<file path="src/scan_trigger_sync_port_map.vh">
// register map, reset values and timing constants of the trigger port
`ifndef SCAN_TRIGGER_SYNC_PORT_MAP_VH
`define SCAN_TRIGGER_SYNC_PORT_MAP_VH

`define REG_CTRL 8'h00
`define REG_PIX_HALF 8'h04
`define REG_LINE_PIX 8'h08
`define REG_LINE_GAP 8'h0c
`define REG_FRAME_LINES 8'h10
`define REG_STACK_FRAMES 8'h14
`define REG_TRIG_OUT 8'h18
`define REG_TRIG_EVT 8'h1c
`define REG_STATUS 8'h20

`define CTRL_RUN_BIT 0
`define CTRL_PIEZO_BIT 1
`define STAT_CONN_BIT 0
`define STAT_RUN_BIT 1
`define STAT_LVL_LSB 2
`define STAT_PEND_BIT 6
`define TRIG_UNTIMED_LSB 8

`define RST_CTRL 2'h0
`define RST_PIX_HALF 16'h0032
`define RST_LINE_PIX 16'h0200
`define RST_LINE_GAP 16'h0020
`define RST_FRAME_LINES 16'h0200
`define RST_STACK_FRAMES 16'h0001
`define RST_TRIG_OUT 12'h000

`define MARKER_LEAD_PIX 16'h0010
`define CLK_PER_MS 100000
`define TRIG_OUT_LAT_MS 8
`define TRIG_IN_LAT_MS 16
`define LED_HOLD_MS 500
// the same latencies in core clock cycles, sized for their counters
`define TRIG_OUT_LAT_CYC 24'h0c3500
`define TRIG_IN_LAT_CYC 24'h186a00
`define LED_HOLD_CYC 26'h2faf080

`endif

</file>
<file path="src/edge_sync.v">
// two-flop synchroniser with edge pulses for asynchronous pins
`timescale 1ns/1ns
module edge_sync #(
   parameter W = 1
) (
   input wire core_clk_i,
   input wire sys_rst_i,
   input wire [W-1:0] async_i,
   output wire [W-1:0] level_o,
   output wire [W-1:0] rise_o,
   output wire [W-1:0] fall_o
);
   reg [W-1:0] meta_q;
   reg [W-1:0] sync_q;
   reg [W-1:0] prev_q;

   always @(posedge core_clk_i) begin
      if (sys_rst_i) begin
         meta_q <= {W{1'b0}};
         sync_q <= {W{1'b0}};
         prev_q <= {W{1'b0}};
      end else begin
         meta_q <= async_i;
         sync_q <= meta_q;
         prev_q <= sync_q;
      end
   end

   assign level_o = sync_q;
   assign rise_o = sync_q & ~prev_q;
   assign fall_o = prev_q & ~sync_q;
endmodule

</file>
<file path="src/led_activity.v">
// activity indicator: stretches short pulses, blinks on fast toggling
`timescale 1ns/1ns
module led_activity #(
   parameter [25:0] HOLD_CYC = 26'd50000000
) (
   input wire core_clk_i,
   input wire sys_rst_i,
   input wire sig_i,
   input wire enable_i,
   output wire led_o
);
   reg led_q;
   reg prev_q;
   reg pend_q;
   reg [25:0] hold_q;
   wire edge_seen;

   assign edge_seen = sig_i ^ prev_q;

   always @(posedge core_clk_i) begin
      if (sys_rst_i) begin
         led_q <= 1'b0;
         prev_q <= 1'b0;
         pend_q <= 1'b0;
         hold_q <= 26'h0000000;
      end else begin
         prev_q <= sig_i;
         if (hold_q != 26'h0000000) begin
            hold_q <= hold_q - 26'h0000001;
            // a whole pulse inside the hold still needs to be shown
            if (edge_seen) begin
               pend_q <= 1'b1;
            end
         // RULE14 toggle per hold
         end else if (sig_i != led_q || pend_q) begin
            led_q <= ~led_q;
            pend_q <= 1'b0;
            // RULE15 RULE16 hold 500 ms
            hold_q <= HOLD_CYC;
         end
      end
   end

   // RULE17 idle follows level
   assign led_o = led_q & enable_i;
endmodule

</file>
<file path="src/scan_trigger_sync_port.v">
// pixel strobe, scan markers, trigger outputs/inputs and activity leds
// Overview of operation
// RULE1: pixel strobe is a symmetric square wave, half period high, half low.
// RULE2: line, frame and stack markers start 16 pixels before image pixels.
// RULE3: each marker equals the strobe but for a single pixel only.
// RULE4: grabbing window high while a line's data capture runs.
// RULE5: stack marker only at stack start and only with piezo focusing.
// RULE6: markers and grabbing come from hardware timing, hidden from software.
// RULE7: eight outputs timed to the host stream; four are software triggers.
// RULE8: four asynchronous trigger inputs, each able to raise an interrupt.
// RULE9: a falling edge on a trigger input raises an interrupt request.
// RULE10: pulses wider than 50 ns on trigger inputs are detected.
// RULE11: software trigger request reaches its output after about 8 ms.
// RULE12: trigger input edge reaches software after about 16 ms.
// RULE13: grounded connector-detect pin is reported as connector attached.
// RULE14: an led blinks when its signal toggles faster than 2 Hz.
// RULE15: a high pulse under 500 ms lights its led for 500 ms.
// RULE16: a low pulse under 500 ms darkens its led for 500 ms.
// RULE17: a level held over 500 ms is followed directly by the led.
// RULE18: leds react to pulses over 30 ns and rates below 30 MHz.
// RULE19: one panel switch enables or disables all leds together.
// RULE20: trigger inputs pass two flip-flops before falling-edge detection.
`timescale 1ns/1ns
`include "scan_trigger_sync_port_map.vh"
module scan_trigger_sync_port #(
   parameter [23:0] OUT_LAT_CYC = `TRIG_OUT_LAT_CYC,
   parameter [23:0] IN_LAT_CYC = `TRIG_IN_LAT_CYC,
   parameter [25:0] LED_HOLD_CYC = `LED_HOLD_CYC,
   parameter NUM_LED = 10
) (
   input wire core_clk_i,
   input wire sys_rst_i,
   input wire s_axi_awvalid_i,
   output wire s_axi_awready_o,
   input wire [7:0] s_axi_awaddr_i,
   input wire s_axi_wvalid_i,
   output wire s_axi_wready_o,
   input wire [31:0] s_axi_wdata_i,
   input wire [3:0] s_axi_wstrb_i,
   output wire s_axi_bvalid_o,
   input wire s_axi_bready_i,
   output wire [1:0] s_axi_bresp_o,
   input wire s_axi_arvalid_i,
   output wire s_axi_arready_o,
   input wire [7:0] s_axi_araddr_i,
   output wire s_axi_rvalid_o,
   input wire s_axi_rready_i,
   output wire [31:0] s_axi_rdata_o,
   output wire [1:0] s_axi_rresp_o,
   input wire stream_clk_i,
   input wire [3:0] trigger_input_i,
   input wire conn_detect_n_i,
   input wire led_enable_switch_i,
   output wire pixel_strobe_o,
   output wire line_marker_o,
   output wire frame_marker_o,
   output wire stack_marker_o,
   output wire grab_window_o,
   output wire [7:0] timed_output_o,
   output wire [3:0] untimed_output_o,
   output wire trig_irq_o,
   output wire [NUM_LED-1:0] led_o
);
   wire [3:0] trig_lvl, trig_fall;
   wire [2:0] misc_lvl, misc_rise;

   // RULE20 two-flop sync
   edge_sync #(.W(4)) u_trig_sync (
      .core_clk_i(core_clk_i),
      .sys_rst_i(sys_rst_i),
      .async_i(trigger_input_i),
      .level_o(trig_lvl),
      .rise_o(),
      .fall_o(trig_fall)
   );

   edge_sync #(.W(3)) u_misc_sync (
      .core_clk_i(core_clk_i),
      .sys_rst_i(sys_rst_i),
      .async_i({led_enable_switch_i, conn_detect_n_i, stream_clk_i}),
      .level_o(misc_lvl),
      .rise_o(misc_rise),
      .fall_o()
   );

   reg [1:0] ctrl_q, bresp_q, rresp_q;
   reg [15:0] pix_half_q, line_pix_q, line_gap_q;
   reg [15:0] frame_lines_q, stack_frames_q;
   reg [11:0] trig_out_q;
   reg [3:0] evt_q, w_strb_q, untimed_q, raw_evt_q;
   reg [7:0] aw_addr_q, timed_q;
   reg [31:0] w_data_q, rdata_q, wmask, rd_val;
   reg [23:0] out_cnt_q, in_cnt_q;
   reg aw_full_q, w_full_q, bvalid_q, rvalid_q;
   reg out_busy_q, in_busy_q, rd_ok, wr_ok;
   wire do_wr, do_rd, in_done;
   integer i;

   assign s_axi_awready_o = ~aw_full_q;
   assign s_axi_wready_o = ~w_full_q;
   assign s_axi_bvalid_o = bvalid_q;
   assign s_axi_bresp_o = bresp_q;
   assign s_axi_arready_o = ~rvalid_q;
   assign s_axi_rvalid_o = rvalid_q;
   assign s_axi_rdata_o = rdata_q;
   assign s_axi_rresp_o = rresp_q;

   assign do_wr = aw_full_q & w_full_q & ~bvalid_q;
   assign do_rd = s_axi_arvalid_i & ~rvalid_q;
   assign in_done = in_busy_q & (in_cnt_q == 24'h000000);

   always @* begin
      for (i = 0; i < 4; i = i + 1) begin
         wmask[i*8 +: 8] = {8{w_strb_q[i]}};
      end
      case (aw_addr_q)
         `REG_CTRL, `REG_PIX_HALF, `REG_LINE_PIX, `REG_LINE_GAP,
         `REG_FRAME_LINES, `REG_STACK_FRAMES, `REG_TRIG_OUT,
         `REG_TRIG_EVT, `REG_STATUS: wr_ok = 1'b1;
         default: wr_ok = 1'b0;
      endcase
   end

   // RULE6 no marker readback
   always @* begin
      rd_val = 32'h00000000;
      rd_ok = 1'b1;
      case (s_axi_araddr_i)
         `REG_CTRL: rd_val[1:0] = ctrl_q;
         `REG_PIX_HALF: rd_val[15:0] = pix_half_q;
         `REG_LINE_PIX: rd_val[15:0] = line_pix_q;
         `REG_LINE_GAP: rd_val[15:0] = line_gap_q;
         `REG_FRAME_LINES: rd_val[15:0] = frame_lines_q;
         `REG_STACK_FRAMES: rd_val[15:0] = stack_frames_q;
         `REG_TRIG_OUT: rd_val[11:0] = trig_out_q;
         `REG_TRIG_EVT: rd_val[3:0] = evt_q;
         `REG_STATUS: begin
            // RULE13 grounded pin
            rd_val[`STAT_CONN_BIT] = ~misc_lvl[1];
            rd_val[`STAT_RUN_BIT] = ctrl_q[`CTRL_RUN_BIT];
            rd_val[`STAT_LVL_LSB +: 4] = trig_lvl;
            rd_val[`STAT_PEND_BIT] = out_busy_q;
         end
         default: rd_ok = 1'b0;
      endcase
   end

   always @(posedge core_clk_i) begin
      if (sys_rst_i) begin
         aw_full_q <= 1'b0;
         w_full_q <= 1'b0;
         aw_addr_q <= 8'h00;
         w_data_q <= 32'h00000000;
         w_strb_q <= 4'h0;
         bvalid_q <= 1'b0;
         bresp_q <= 2'h0;
         rvalid_q <= 1'b0;
         rdata_q <= 32'h00000000;
         rresp_q <= 2'h0;
      end else begin
         if (s_axi_awvalid_i && !aw_full_q) begin
            aw_full_q <= 1'b1;
            aw_addr_q <= s_axi_awaddr_i;
         end
         if (s_axi_wvalid_i && !w_full_q) begin
            w_full_q <= 1'b1;
            w_data_q <= s_axi_wdata_i;
            w_strb_q <= s_axi_wstrb_i;
         end
         if (do_wr) begin
            aw_full_q <= 1'b0;
            w_full_q <= 1'b0;
            bvalid_q <= 1'b1;
            bresp_q <= wr_ok ? 2'h0 : 2'h2;
         end else if (bvalid_q && s_axi_bready_i) begin
            bvalid_q <= 1'b0;
         end
         if (do_rd) begin
            rvalid_q <= 1'b1;
            rdata_q <= rd_val;
            rresp_q <= rd_ok ? 2'h0 : 2'h2;
         end else if (rvalid_q && s_axi_rready_i) begin
            rvalid_q <= 1'b0;
         end
      end
   end

   wire ev_wr;
   assign ev_wr = do_wr && aw_addr_q == `REG_TRIG_EVT;

   always @(posedge core_clk_i) begin
      if (sys_rst_i) begin
         ctrl_q <= `RST_CTRL;
         pix_half_q <= `RST_PIX_HALF;
         line_pix_q <= `RST_LINE_PIX;
         line_gap_q <= `RST_LINE_GAP;
         frame_lines_q <= `RST_FRAME_LINES;
         stack_frames_q <= `RST_STACK_FRAMES;
         trig_out_q <= `RST_TRIG_OUT;
         out_busy_q <= 1'b0;
         out_cnt_q <= 24'h000000;
         timed_q <= 8'h00;
         untimed_q <= 4'h0;
         raw_evt_q <= 4'h0;
         in_busy_q <= 1'b0;
         in_cnt_q <= 24'h000000;
         evt_q <= 4'h0;
      end else begin
         if (do_wr) begin
            case (aw_addr_q)
               `REG_CTRL: ctrl_q <=
                  (ctrl_q & ~wmask[1:0]) | (w_data_q[1:0] & wmask[1:0]);
               `REG_PIX_HALF: pix_half_q <=
                  (pix_half_q & ~wmask[15:0]) | (w_data_q[15:0] & wmask[15:0]);
               `REG_LINE_PIX: line_pix_q <=
                  (line_pix_q & ~wmask[15:0]) | (w_data_q[15:0] & wmask[15:0]);
               `REG_LINE_GAP: line_gap_q <=
                  (line_gap_q & ~wmask[15:0]) | (w_data_q[15:0] & wmask[15:0]);
               `REG_FRAME_LINES: frame_lines_q <= (frame_lines_q
                  & ~wmask[15:0]) | (w_data_q[15:0] & wmask[15:0]);
               `REG_STACK_FRAMES: stack_frames_q <= (stack_frames_q
                  & ~wmask[15:0]) | (w_data_q[15:0] & wmask[15:0]);
               default: ;
            endcase
         end
         // RULE11 delayed trigger out
         if (do_wr && aw_addr_q == `REG_TRIG_OUT) begin
            trig_out_q <=
               (trig_out_q & ~wmask[11:0]) | (w_data_q[11:0] & wmask[11:0]);
            out_busy_q <= 1'b1;
            out_cnt_q <= OUT_LAT_CYC;
         end else if (out_busy_q && out_cnt_q != 24'h000000) begin
            out_cnt_q <= out_cnt_q - 24'h000001;
         // RULE7 apply on stream edge
         end else if (out_busy_q && misc_rise[0]) begin
            out_busy_q <= 1'b0;
            timed_q <= trig_out_q[7:0];
         end
         if (out_busy_q && out_cnt_q == 24'h000000) begin
            untimed_q <= trig_out_q[`TRIG_UNTIMED_LSB +: 4];
         end
         // RULE9 RULE10 falling edge capture
         raw_evt_q <= (in_done ? 4'h0 : raw_evt_q) | trig_fall;
         // RULE12 delayed event report
         if (in_done) begin
            in_busy_q <= 1'b0;
         end else if (in_busy_q) begin
            in_cnt_q <= in_cnt_q - 24'h000001;
         end else if ((trig_fall | raw_evt_q) != 4'h0) begin
            in_busy_q <= 1'b1;
            in_cnt_q <= IN_LAT_CYC;
         end
         // RULE8 sticky flag, set wins over clear
         evt_q <= (evt_q & ~(ev_wr ? w_data_q[3:0] & wmask[3:0] : 4'h0))
            | (in_done ? raw_evt_q : 4'h0);
      end
   end

   assign trig_irq_o = |evt_q;
   assign timed_output_o = timed_q;
   assign untimed_output_o = untimed_q;

   reg [15:0] half_cnt_q, line_q, frame_q, nl, nf;
   reg [16:0] pix_q, np;
   reg strobe_q, first_q, line_mk_q, frame_mk_q, stack_mk_q, grab_q;
   wire [16:0] img_start, img_end, line_total;
   wire [15:0] half_lim;
   wire tick;

   assign img_start = {1'b0, `MARKER_LEAD_PIX};
   assign img_end = img_start + {1'b0, line_pix_q};
   assign line_total = img_end + {1'b0, line_gap_q};
   // zero half period would wrap to 16'hffff, so it runs like a half period of one
   assign half_lim = (pix_half_q == 16'h0000) ? 16'h0000
      : pix_half_q - 16'h0001;
   assign tick = half_cnt_q == half_lim;

   always @* begin
      np = pix_q + 17'h00001;
      nl = line_q;
      nf = frame_q;
      if (first_q) begin
         np = 17'h00000;
         nl = 16'h0000;
         nf = 16'h0000;
      end else if (np >= line_total) begin
         np = 17'h00000;
         nl = line_q + 16'h0001;
         if (nl >= frame_lines_q) begin
            nl = 16'h0000;
            nf = frame_q + 16'h0001;
            if (nf >= stack_frames_q) begin
               nf = 16'h0000;
            end
         end
      end
   end

   always @(posedge core_clk_i) begin
      if (sys_rst_i || !ctrl_q[`CTRL_RUN_BIT]) begin
         half_cnt_q <= 16'h0000;
         strobe_q <= 1'b0;
         first_q <= 1'b1;
         pix_q <= 17'h00000;
         line_q <= 16'h0000;
         frame_q <= 16'h0000;
         line_mk_q <= 1'b0;
         frame_mk_q <= 1'b0;
         stack_mk_q <= 1'b0;
         grab_q <= 1'b0;
      end else begin
         // RULE1 equal half periods
         half_cnt_q <= tick ? 16'h0000 : half_cnt_q + 16'h0001;
         if (tick) begin
            strobe_q <= ~strobe_q;
            if (!strobe_q) begin
               first_q <= 1'b0;
               pix_q <= np;
               line_q <= nl;
               frame_q <= nf;
               // RULE2 RULE3 marker on lead pixel
               line_mk_q <= np == 17'h00000;
               frame_mk_q <= np == 17'h00000 && nl == 16'h0000;
               // RULE5 piezo stacks only
               stack_mk_q <= np == 17'h00000 && nl == 16'h0000
                  && nf == 16'h0000 && ctrl_q[`CTRL_PIEZO_BIT];
               // RULE4 capture window
               if (np == img_start && line_pix_q != 16'h0000) begin
                  grab_q <= 1'b1;
               end else if (np == img_end) begin
                  grab_q <= 1'b0;
               end
            end else begin
               // RULE3 one pixel wide
               line_mk_q <= 1'b0;
               frame_mk_q <= 1'b0;
               stack_mk_q <= 1'b0;
            end
         end
      end
   end

   assign pixel_strobe_o = strobe_q;
   assign line_marker_o = line_mk_q;
   assign frame_marker_o = frame_mk_q;
   assign stack_marker_o = stack_mk_q;
   assign grab_window_o = grab_q;

   wire [9:0] mon;
   // RULE18 synced inputs catch >30 ns
   assign mon = {grab_q, strobe_q, timed_q[3:0], trig_lvl};

   genvar g;
   generate
      for (g = 0; g < NUM_LED; g = g + 1) begin : g_led
         // RULE19 common enable switch
         led_activity #(.HOLD_CYC(LED_HOLD_CYC)) u_led (
            .core_clk_i(core_clk_i),
            .sys_rst_i(sys_rst_i),
            .sig_i(mon[g % 10]),
            .enable_i(misc_lvl[2]),
            .led_o(led_o[g])
         );
      end
   endgenerate
endmodule

</file>
<file path="config.mk">
export PLATFORM = sky130hd
export DESIGN_NAME = scan_trigger_sync_port
export DESIGN_NICKNAME = d
export VERILOG_FILES = /design/src/edge_sync.v /design/src/led_activity.v /design/src/scan_trigger_sync_port.v
export VERILOG_INCLUDE_DIRS = /design/src
export SDC_FILE = /design/constraint.sdc
export NUM_CORES = 1
export LEC_CHECK = 0
export BUFFER_PORTS_ARGS = -buffer_cell sky130_fd_sc_hd__buf_2
export CORE_MARGIN = 2
export CORE_UTILIZATION = 35
export CTS_BUF_LIST = sky130_fd_sc_hd__clkbuf_8
export CTS_CLUSTER_DIAMETER = 80
export DETAILED_ROUTE_END_ITERATION = 8
export HOLD_SLACK_MARGIN = 0.08
export PLACE_DENSITY = 0.61
export SYNTH_ARGS = -nofsm -noshare
export SYNTH_HDL_FRONTEND = slang
export SYNTH_SLANG_ARGS = --single-unit
</file>
<file path="constraint.sdc">
create_clock -name core_clk_i -period 9.5 [get_ports core_clk_i]
set_input_delay 0.475 -clock core_clk_i [delete_from_list [all_inputs] [get_ports core_clk_i]]
set_output_delay 0.475 -clock core_clk_i [all_outputs]
set_load 0.01 [all_outputs]
</file>
==> summary.md, run 1 <==
| Metric | Value |
|---|---|
| Vias in the first global route | `24231` |
| Worst skew pair latency | `0.71 ns` |
| Commonest non-fill, non-tap cells in the layout | `588 x dfxtp_1, 493 x nor2_1, 352 x nand2_1` |
| Internal power | `0.00559 W` |
| DRC | `0` |
| Max-cap violations | `0` |
| Dpl ws | `3.25 ns` |
| Core ar. | `0.0850 mm2` |
| Slowest cell on crit path | `nor2b_1` |
| Crit Path Category | `reg -> reg` |
| Gp weighted congestion | `0.889` |
| Clk buf depth | `3` |
| Die area | `0.0880 mm2` |
| Slew headroom | `0.195` |
| Lkg Pwr | `12.7 nW` |
| Iter 0 DRT Violations | `1886` |
| Total wire length | `80500 um` |
| VDD IR max | `0.131 mV` |
| Worst stage delay on the critical path | `1.02 ns` |
| Starting density of the core | `0.353` |
| Commonest non-fill, non-tap cell in the layout | `dfxtp_1` |
| Hold Violations, Final | `0` |
| Largest net degree at the start of global routing | `102` |
| Tot Pwr | `0.00879 W` |
| Net Sw Frac | `0.364` |
| # resized after CTS | `0` |
| Antenna violations before repair | `9` |
| Setup repair bufs after CTS | `0` |
| Clock power frac | `0.279` |
| Critical path capture point type | `register` |
| Clock Skew | `0.0510 ns` |
| Vias per std cell | `5.28` |
| Worst path required time | `10.16 ns` |
| Buf+Inv Stages, Crit Path | `2` |
| First-pass GRT wire length | `129000 um` |
| Detail Placement HPWL | `56800 um` |
| RSZ-0062 raised after global routing | `false` |
| Remaining Overflow, GRT | `0` |
| Comb power frac | `0.330` |
| Worst slew pin tran | `1.21 ns` |
| Number of flops mapped to enable cells by yosys | `0` |
| First-pass DRT Iterations | `6` |
| DR WL/cell | `16.1 um` |
| Fin crit period | `6.35 ns` |
| Synth Warn # | `0` |
| Fmax | `157 MHz` |
| Routed vias | `26329` |
| Hold Crit Class | `in -> reg` |
| #FFs+latches synth | `588` |
| Top_reg_cell synth | `dfxtp_1` |
| CTS buffer count | `102` |
| PD cells | `260 mW/mm2` |
| CTS tree | `built` |
| Max FO, Critical Path | `18` |
| Die Span X | `297 um` |
| Critical path arrival | `7.01 ns` |
| Worst path cell trace | `inv_1 -> ha_1 -> ha_1 -> nand2_1 -> o21ai_0 -> a311oi_1 -> nor3_1 -> and2_1 -> o21ai_0 -> a221o_1 -> ha_1 -> nand4_1 -> a21oi_1 -> o41ai_2 -> buf_4 -> and2_1 -> nor4_1 -> nor2b_1 -> nor3b_1 -> o21a_1` |
| Final Cycle Share | `0.669` |
| PnR worst setup slack | `3.15 ns` |
| H-tree depth | `3` |
| Final setup fails | `0` |
| Die Y | `297 um` |
| Post-synth cell types | `94` |
| Startpoint types | `register` |
| Design area | `0.0338 mm2` |
| Status | `complete, no violations` |
| Ys async rst share | `0` |
| # rows | `107` |
| TNS Setup | `0 ns` |
| Area grow syn2layout | `12.9%` |
| Post-placement cell area | `0.0313 mm2` |
| Proportion of synthesized chip area in sequential cells | `0.393` |
| Share of cells above drive strength 1 | `0.0883` |
| Fillcell total | `8649` |
| Nets | `3918` |
| Sequential share of power | `0.392` |
| Multi-input logic area | `0.0169 mm2` |
| CTS clk-pin slew, worst paths | `0.06 ns` |
| Most used cell, CP | `ha_1` |
| Global-route usage over all layers | `0.180` |
| Register area | `0.0118 mm2` |
| Clock sinks | `588` |
| Port Buffer Count | `98` |
| Post-DRT Antenna Nets | `0` |
| Mapped Cells | `3678` |
| Netlist Area Pre-Place | `0.0300 mm2` |
| Crit path max-delay family | `simple AND/OR/NAND/NOR gates` |
| Slew Viols, Final | `0` |
| Hold Startpoint | `s_axi_awaddr_i[0]` |
| Syn_area_per_cell | `8.15 um2` |
| Sw Pwr | `0.00320 W` |
| CTS Root Cell | `clkbuf_8` |
| Ports | `135` |
## repair_timing
item                       4_1_cts  5_1_grt
setup endpoints to repair        0        0
hold endpoints to repair        35        0
hold buffers                    36        0
## path summary, 6_finish.rpt
path | slack (ns) | cells past startpoint | to
worst max register to register | 3.15 | 20 | frame_q[3]
worst min-delay path | 0.13 | 3 | aw_addr_q[0]
worst max-delay path | 3.15 | 20 | frame_q[3]
worst min register to register | 0.44 | 1 | u_trig_sync.level_o[1]
## metrics by stage
step	cells	utilization	hold slack (ns)
4_1_cts	4984	0.398	0.0904
3_3_place_gp	4764	0.368	0.416
6_report	4987	0.398	0.127
5_1_grt	4986	0.398	0.0825
3_5_place_dp	4764	0.368	0.422
2_1_floorplan	3695	-	0.414
## tightest hold or removal path, delay by kind of cell
| kind | cells | cell delay (ns) |
|---|---|---|
| multiplexers | 1 | 0.08 |
| AND/OR/NAND/NOR | 1 | 0.07 |
| buffers and inverters | 1 | 0.14 |
## cells in the mapped netlist (all sizes together), types with 25 or more instances
| cell type | count | area share |
|---|---|---|
| mux2i | 47 | 0.016 |
| nand3 | 92 | 0.015 |
| or3 | 54 | 0.011 |
| nor4 | 81 | 0.019 |
| a21oi | 251 | 0.042 |
| nand2b | 27 | 0.0056 |
| nor2 | 493 | 0.062 |
| and2 | 37 | 0.0077 |
| nor3 | 245 | 0.042 |
| clkbuf | 146 | 0.018 |
| nand4 | 44 | 0.0094 |
| inv | 127 | 0.016 |
| dfxtp | 588 | 0.39 |
| a31oi | 25 | 0.0052 |
| xor2 | 117 | 0.034 |
| ha | 91 | 0.038 |
| or4 | 41 | 0.010 |
| nor2b | 49 | 0.010 |
| a22oi | 30 | 0.0075 |
| and3 | 30 | 0.0063 |
| xnor2 | 143 | 0.042 |
| a311oi | 37 | 0.011 |
| nand2 | 352 | 0.044 |
| a211oi | 127 | 0.032 |
| o21ai | 82 | 0.014 |
| buf | 52 | 0.012 |
## area by class of cell
class,instances,share of cell area
diodes,3,0.000222
clock buffers,131,0.0533
clock inverters,53,0.0111
inverters,127,0.0141
multi-input cells,2782,0.500
flip-flops and latches,588,0.348
well taps,1144,0.0423
repair buffers,159,0.0310
## metal layers
| metal | part of all wire | vias up | routed length [um] | GRT usage |
|---|---|---|---|---|
| met4 | 0.027 | 12 | 2180 | 0.0586 |
| met3 | 0.065 | 138 | 5210 | 0.0372 |
| li1 | - | 13241 | - | - |
| met5 | 0.00092 | - | 74 | 0 |
| met1 | 0.47 | 12242 | 38200 | 0.250 |
| met2 | 0.43 | 696 | 34900 | 0.277 |
## power groups by stage
stage	clock network, W	registers (W)	logic, W
after floorplan	0	0.00337	0.00243
after global placement	0	0.00347	0.00283
after detailed placement	0	0.00348	0.00288
after CTS	0.00252	0.00344	0.00291
after global routing	0.00263	0.00353	0.00335
final	0.00245	0.00344	0.00290
## kinds of logic after synthesis
kind of cell | Yosys count | synth area share
AO/OA/AOI/OAI | 685 | 0.149
adder cells (fa/ha/maj) | 92 | 0.0386
AND/OR/NAND/NOR | 1662 | 0.274
flip-flops | 588 | 0.393
other | 1 | 0.000125
multiplexers | 62 | 0.0213
buffers and inverters | 325 | 0.0457
XOR/XNOR | 263 | 0.0782
Power figures use the tool's default switching activity.
==> run 2: changes to the inputs <==
==> constraint.sdc (replaced) <==
create_clock -name core_clk_i -period 6.4 [get_ports core_clk_i]
set_input_delay 0.32 -clock core_clk_i [delete_from_list [all_inputs] [get_ports core_clk_i]]
set_output_delay 0.32 -clock core_clk_i [all_outputs]
set_load 0.01 [all_outputs]
==> run 2 against run 1 <==
Setup slack worse by 2.6 ns. Clock-buffer cell count is 2 lower. Clock power increased by 39%. First-iteration DRC count fell by 8.6%. Critical path type unchanged. Largest cell class unchanged.
==> summary.md, run 2 (synthesized netlist as in run 1, its figures left out) <==
| Metric | Value |
|---|---|
| Fmax | `171 MHz` |
| Worst slew pin tran | `1.23 ns` |
| Die area | `0.0880 mm2` |
| DR WL/cell | `16.2 um` |
| TNS Setup | `0 ns` |
| Starting density of the core | `0.353` |
| Total wire length | `81000 um` |
| Hold Violations, Final | `0` |
| H-tree depth | `3` |
| Worst path cell trace | `inv_1 -> ha_1 -> ha_1 -> nand2_1 -> o21ai_0 -> a311oi_1 -> nor3_1 -> and2_1 -> o21ai_0 -> a221o_1 -> ha_1 -> nand4_1 -> a21oi_1 -> o41ai_2 -> buf_4 -> and2_1 -> o21ai_0 -> nand2b_1 -> o21a_1 -> o21a_1` |
| Internal power | `0.00807 W` |
| Reg2Reg Depth | `20` |
| Clk buf depth | `3` |
| Detail Placement HPWL | `57800 um` |
| Critical path arrival | `6.43 ns` |
| Core ar. | `0.0850 mm2` |
| Port Buffer Count | `98` |
| Reg2reg end | `frame_q[3]` |
| Fillcell total | `8721` |
| Met1 usage | `0.252` |
| Routed vias | `26354` |
| Met2 usage | `0.276` |
| CTS clk-pin slew, worst paths | `0.07 ns` |
| GR Layer Usage met3 | `0.0362` |
| Hold depth | `3` |
| Iter 0 DRT Violations | `1723` |
| # rows | `107` |
| Sequential share of power | `0.399` |
| GR peak layer | `met2` |
| Slew Viols, Final | `0` |
| CTS Root Cell | `clkbuf_8` |
| Worst stage delay on the critical path | `0.53 ns` |
| Tot Pwr | `0.0128 W` |
| Fin crit period | `5.84 ns` |
| Flop2flop setup slack | `0.56 ns` |
| Die Y | `297 um` |
| Vias per std cell | `5.27` |
| PD cells | `379 mW/mm2` |
| Buf+Inv Stages, Crit Path | `2` |
| Critical path capture point type | `register` |
| Status | `complete, no violations` |
| Area grow syn2layout | `12.9%` |
| Worst skew pair latency | `0.72 ns` |
| Remaining Overflow, GRT | `0` |
| VDD IR max | `0.173 mV` |
| Commonest non-fill, non-tap cell in the layout | `dfxtp_1` |
| Crit Path Category | `reg -> reg` |
| Max FO, Critical Path | `17` |
| Global-route usage over all layers | `0.181` |
| Nets | `3931` |
| Gp weighted congestion | `0.892` |
| Max-cap violations | `0` |
| Post-DRT Antenna Nets | `0` |
| Largest net degree at the start of global routing | `83` |
| Commonest non-fill, non-tap cells in the layout | `588 x dfxtp_1, 493 x nor2_1, 352 x nand2_1` |
| Die Span X | `297 um` |
| CTS buffer count | `101` |
| Sw Pwr | `0.00475 W` |
| Setup repair bufs after CTS | `0` |
| Crit path max-delay family | `compound AO/OA/AOI/OAI gates` |
| Vias in the first global route | `24270` |
| Share of cells above drive strength 1 | `0.0871` |
| Final setup fails | `0` |
| Clock sinks | `588` |
| Ports | `135` |
| First-pass GRT wire length | `130000 um` |
| Slew headroom | `0.180` |
| Lkg Pwr | `12.7 nW` |
| Slowest cell on crit path | `o21ai_0` |
| CTS tree | `built` |
| Clock power frac | `0.265` |
| Final Cycle Share | `0.913` |
| Net Sw Frac | `0.370` |
| WHS Endpoint | `u_misc_sync.meta_q[2]` |
| Worst path required time | `6.98 ns` |
| Hold Startpoint | `led_enable_switch_i` |
| Clock Skew | `0.0422 ns` |
| Startpoint types | `register` |
| Comb power frac | `0.336` |
| DRC | `0` |
| First-pass DRT Iterations | `6` |
| RSZ-0062 raised after global routing | `false` |
| Hold Crit Class | `in -> reg` |
| Antenna violations before repair | `9` |
==> run 2: cell types whose count changed in the layout (fill, tap and decap cells not counted), moves of 2 or more <==
cell,delta
inv_1,+10
dlygate4sd3_1,+10
bufinv_16,-5
clkbuf_8,-2
buf_4,+4
inv_6,-2
==> run 2: through the flow <==
| step | util | setup WS (ns) | cells | cell area (um2) | hold WS (ns) |
|---|---|---|---|---|---|
| floorplan | - | 1.46 | 3695 | 30000 | 0.414 |
| global placement | 0.368 | 0.638 | 4768 | 31300 | 0.422 |
| detailed placement | 0.368 | 0.594 | 4768 | 31300 | 0.422 |
| CTS | 0.398 | 0.521 | 5000 | 33800 | 0.299 |
| global route | 0.398 | 0.191 | 5003 | 33800 | 0.363 |
| finish | 0.398 | 0.556 | 5003 | 33800 | 0.355 |
==> run 2: power by group through the flow <==
stage | sequential [W] | clock (W) | combinational (W)
detailed placement | 0.00517 | 0 | 0.00428
floorplan | 0.00500 | 0 | 0.00360
finish | 0.00511 | 0.00340 | 0.00431
global route | 0.00524 | 0.00367 | 0.00496
CTS | 0.00511 | 0.00350 | 0.00433
global placement | 0.00516 | 0 | 0.00419
==> run 2: metal layers <==
metal	vias to the layer above	wire, um	share of wire
li1	13297	-	-
met1	12257	38600	0.48
met2	642	34800	0.43
met3	146	5170	0.064
met4	12	2410	0.030
met5	-	75	0.00093
==> run 2: worst max path at each step <==
stage	start	cells after the start	slack [ns]	end
final	register	20	0.56	frame_q[3]
after global routing	register	21	0.19	frame_q[3]
after CTS	register	21	0.52	frame_q[3]
after detailed placement	register	21	0.59	frame_q[3]
after global placement	register	21	0.64	frame_q[3]
after floorplan	register	21	1.46	stack_marker_o
==> run 2: timing repair <==
item,in CTS,in global routing
hold endpoints to repair,70,0
resized for setup,0,1
hold buffers,46,0
endpoints found under the setup margin,0,1
==> run 2: area by class of cell <==
| class | instances | area (um2) | share of cell area |
|---|---|---|---|
| clock buffers | 129 | 1780 | 0.0525 |
| clock inverters | 57 | 272 | 0.00802 |
| inverters | 127 | 477 | 0.0141 |
| multi-input cells | 2782 | 16900 | 0.500 |
| diodes | 3 | 7.51 | 0.000222 |
| repair buffers | 173 | 1180 | 0.0348 |
| well taps | 1144 | 1430 | 0.0423 |
| flip-flops and latches | 588 | 11800 | 0.348 |
==> run 2: tightest hold or removal path, cell delays in order <==
cell           delay, ns
dlygate4sd3_1       0.52
buf_2               0.09
nor2b_1             0.10
==> run 3: changes to the inputs <==
--- a/config.mk
+++ b/config.mk
@@ -16,4 +16,5 @@
 export PLACE_DENSITY = 0.61
 export SYNTH_ARGS = -nofsm -noshare
 export SYNTH_HDL_FRONTEND = slang
+export SYNTH_HIERARCHICAL = 1
 export SYNTH_SLANG_ARGS = --single-unit
==> run 3 against run 2 <==
Largest cell class unchanged. Sequential cell count is 4 higher. Synthesized area up 5.0%. Sequential share of layout area shrank 1.2 points. Maximum frequency decreased by 0.40%. Largest power group is now combinational cells. Die area increased by 4.9%.
==> summary.md, run 3 <==
| Metric | Value |
|---|---|
| Crit Path Category | `reg -> reg` |
| Detail Placement HPWL | `59200 um` |
| Routed vias | `27724` |
| Slew headroom | `0.205` |
| Share of cells above drive strength 1 | `0.104` |
| Remaining Overflow, GRT | `0` |
| Hold Crit Class | `in -> reg` |
| Total wire length | `85500 um` |
| VDD IR max | `0.182 mV` |
| First-pass DRT Iterations | `6` |
| Iter 0 DRT Violations | `2131` |
| Slew Viols, Final | `0` |
| Clock Skew | `0.0613 ns` |
| Port Buffer Count | `98` |
| RSZ-0062 raised after global routing | `false` |
| # rows | `110` |
| Worst skew pair latency | `0.74 ns` |
| Hold Violations, Final | `0` |
| Commonest non-fill, non-tap cell in the layout | `dfxtp_1` |
| Worst path required time | `6.99 ns` |
| DRC | `0` |
| Area grow syn2layout | `12.1%` |
| Mapped Cells | `3717` |
| Crit path max-delay family | `compound AO/OA/AOI/OAI gates` |
| Fillcell total | `9037` |
| Netlist Area Pre-Place | `0.0315 mm2` |
| Buf+Inv Stages, Crit Path | `5` |
| Vias per std cell | `5.48` |
| Register area | `0.0119 mm2` |
| Fmax | `170 MHz` |
| Post-DRT Antenna Nets | `0` |
| Met2 usage | `0.280` |
| Antenna violations before repair | `3` |
| Worst path cell trace | `ha_1 -> nand3_1 -> xor2_1 -> inv_1 -> ha_1 -> inv_1 -> a21oi_1 -> a311oi_1 -> nor3_1 -> and2_1 -> o21ai_0 -> a221o_1 -> ha_1 -> and4_1 -> a311oi_1 -> buf_4 -> o211ai_1 -> buf_4 -> buf_4 -> o21ai_0 -> o211ai_1 -> a2111oi_0 -> a41oi_1 -> o21a_1` |
| Die Span X | `304 um` |
| Die Y | `304 um` |
| Multi-input logic area | `0.0181 mm2` |
| Final Cycle Share | `0.917` |
| Post-Layout Cell Count | `5058` |
| Max FO, Critical Path | `11` |
| Clock sinks | `592` |
| H-tree depth | `3` |
| Synth Warn # | `6` |
| Die area | `0.0924 mm2` |
| Starting density of the core | `0.351` |
| PD cells | `419 mW/mm2` |
| Gp weighted congestion | `0.879` |
| TNS Setup | `0 ns` |
| Status | `complete, no violations` |
| DR WL/cell | `16.9 um` |
| Startpoint types | `register` |
| Nets | `3964` |
| Commonest non-fill, non-tap cells in the layout | `592 x dfxtp_1, 454 x nor2_1, 251 x nand2_1` |
| Critical path capture point type | `register` |
| Critical path arrival | `6.46 ns` |
| Slowest cell on crit path | `dfxtp_1` |
| Global-route usage over all layers | `0.180` |
| Worst stage delay on the critical path | `0.56 ns` |
| GR Layer Usage met3 | `0.0298` |
| Syn_area_per_cell | `8.47 um2` |
| Final setup fails | `0` |
| Placed cell count | `4823` |
| CTS buffer count | `105` |
| Worst slew pin tran | `1.19 ns` |
| Fin crit period | `5.87 ns` |
| Core ar. | `0.0896 mm2` |
| CTS clk-pin slew, worst paths | `0.06 ns` |
| CTS Root Cell | `clkbuf_8` |
| Max-cap violations | `0` |
| CTS tree | `built` |
| Ports | `135` |
| Clk buf depth | `3` |
| Largest net degree at the start of global routing | `189` |
| Met1 usage | `0.253` |
| Vias in the first global route | `25704` |
| Lkg Pwr | `13.3 nW` |
| GR peak layer | `met2` |
| First-pass GRT wire length | `138000 um` |
==> run 3: changes by cell type in the layout (fill, tap and decap cells not counted), sizes merged, moves of 26 or more <==
cell    before  now
or4         41   85
xnor2      143  109
nand2      352  252
a311oi      37  136
xor2       117   91
mux2i       47  112
or3         54   80
nand3       92  120
nor2       493  455
o21ai       82  117
a211oi     127   93
nor3       245  179
==> run 3: worst min-delay path: cells and delay by family <==
family,cells,cell delay [ns]
and+or+nand+nor,3,0.27
buffers and inverters,2,0.31
==> run 3: area by class of cell <==
type                       count  area share
clock buffer                 135      0.0527
tap                         1176      0.0417
clock inverter                52      0.0101
multi-input combinational   2800       0.513
antenna                        2    0.000142
timing repair buffer         163      0.0316
inverter                     138      0.0147
sequential                   592       0.336
==> run 3: worst paths after layout <==
| kind | from | endpoint | slack (ns) | cells after the start |
|---|---|---|---|---|
| worst min-delay path | s_axi_arvalid_i | s_axi_rdata_o[11] | 0.20 | 5 |
| worst max register to register | register | grab_window_o | 0.53 | 24 |
| worst min register to register | u_trig_sync/meta_q[1] | u_trig_sync/level_o[1] | 0.44 | 1 |
| worst max-delay path | register | grab_window_o | 0.53 | 24 |
==> run 3: where the power goes <==
| part | switching (W) | internal [W] | total (W) |
|---|---|---|---|
| logic | 0.00358 | 0.00231 | 0.00589 |
| registers | 0.000762 | 0.00445 | 0.00521 |
| clock network | 0.00165 | 0.00202 | 0.00367 |
==> run 3: repair_timing <==
action | CTS | global route
resized for setup | 0 | 1
hold buffers | 41 | 0
endpoints found under the setup margin | 0 | 3
endpoints found under the hold margin | 84 | 0
setup buffers | 0 | 5
==> run 3: layer usage <==
metal | part of all wire | vias up
met4 | 0.024 | 0
met5 | 0 | -
met2 | 0.44 | 718
li1 | - | 13863
met3 | 0.052 | 125
met1 | 0.48 | 13018
==> run 3: per-stage QoR <==
stage                     area (um2)   util  power [W]  worst slack, ns  hold slack (ns)
after floorplan                31500      -     0.0101             1.14            0.392
after global placement         32600  0.364     0.0110            0.506            0.427
after detailed placement       32600  0.364     0.0111            0.367            0.425
after CTS                      35200  0.393     0.0148            0.347            0.138
after global routing           35300  0.394     0.0160           0.0420            0.183
final                          35300  0.394     0.0148            0.533            0.200
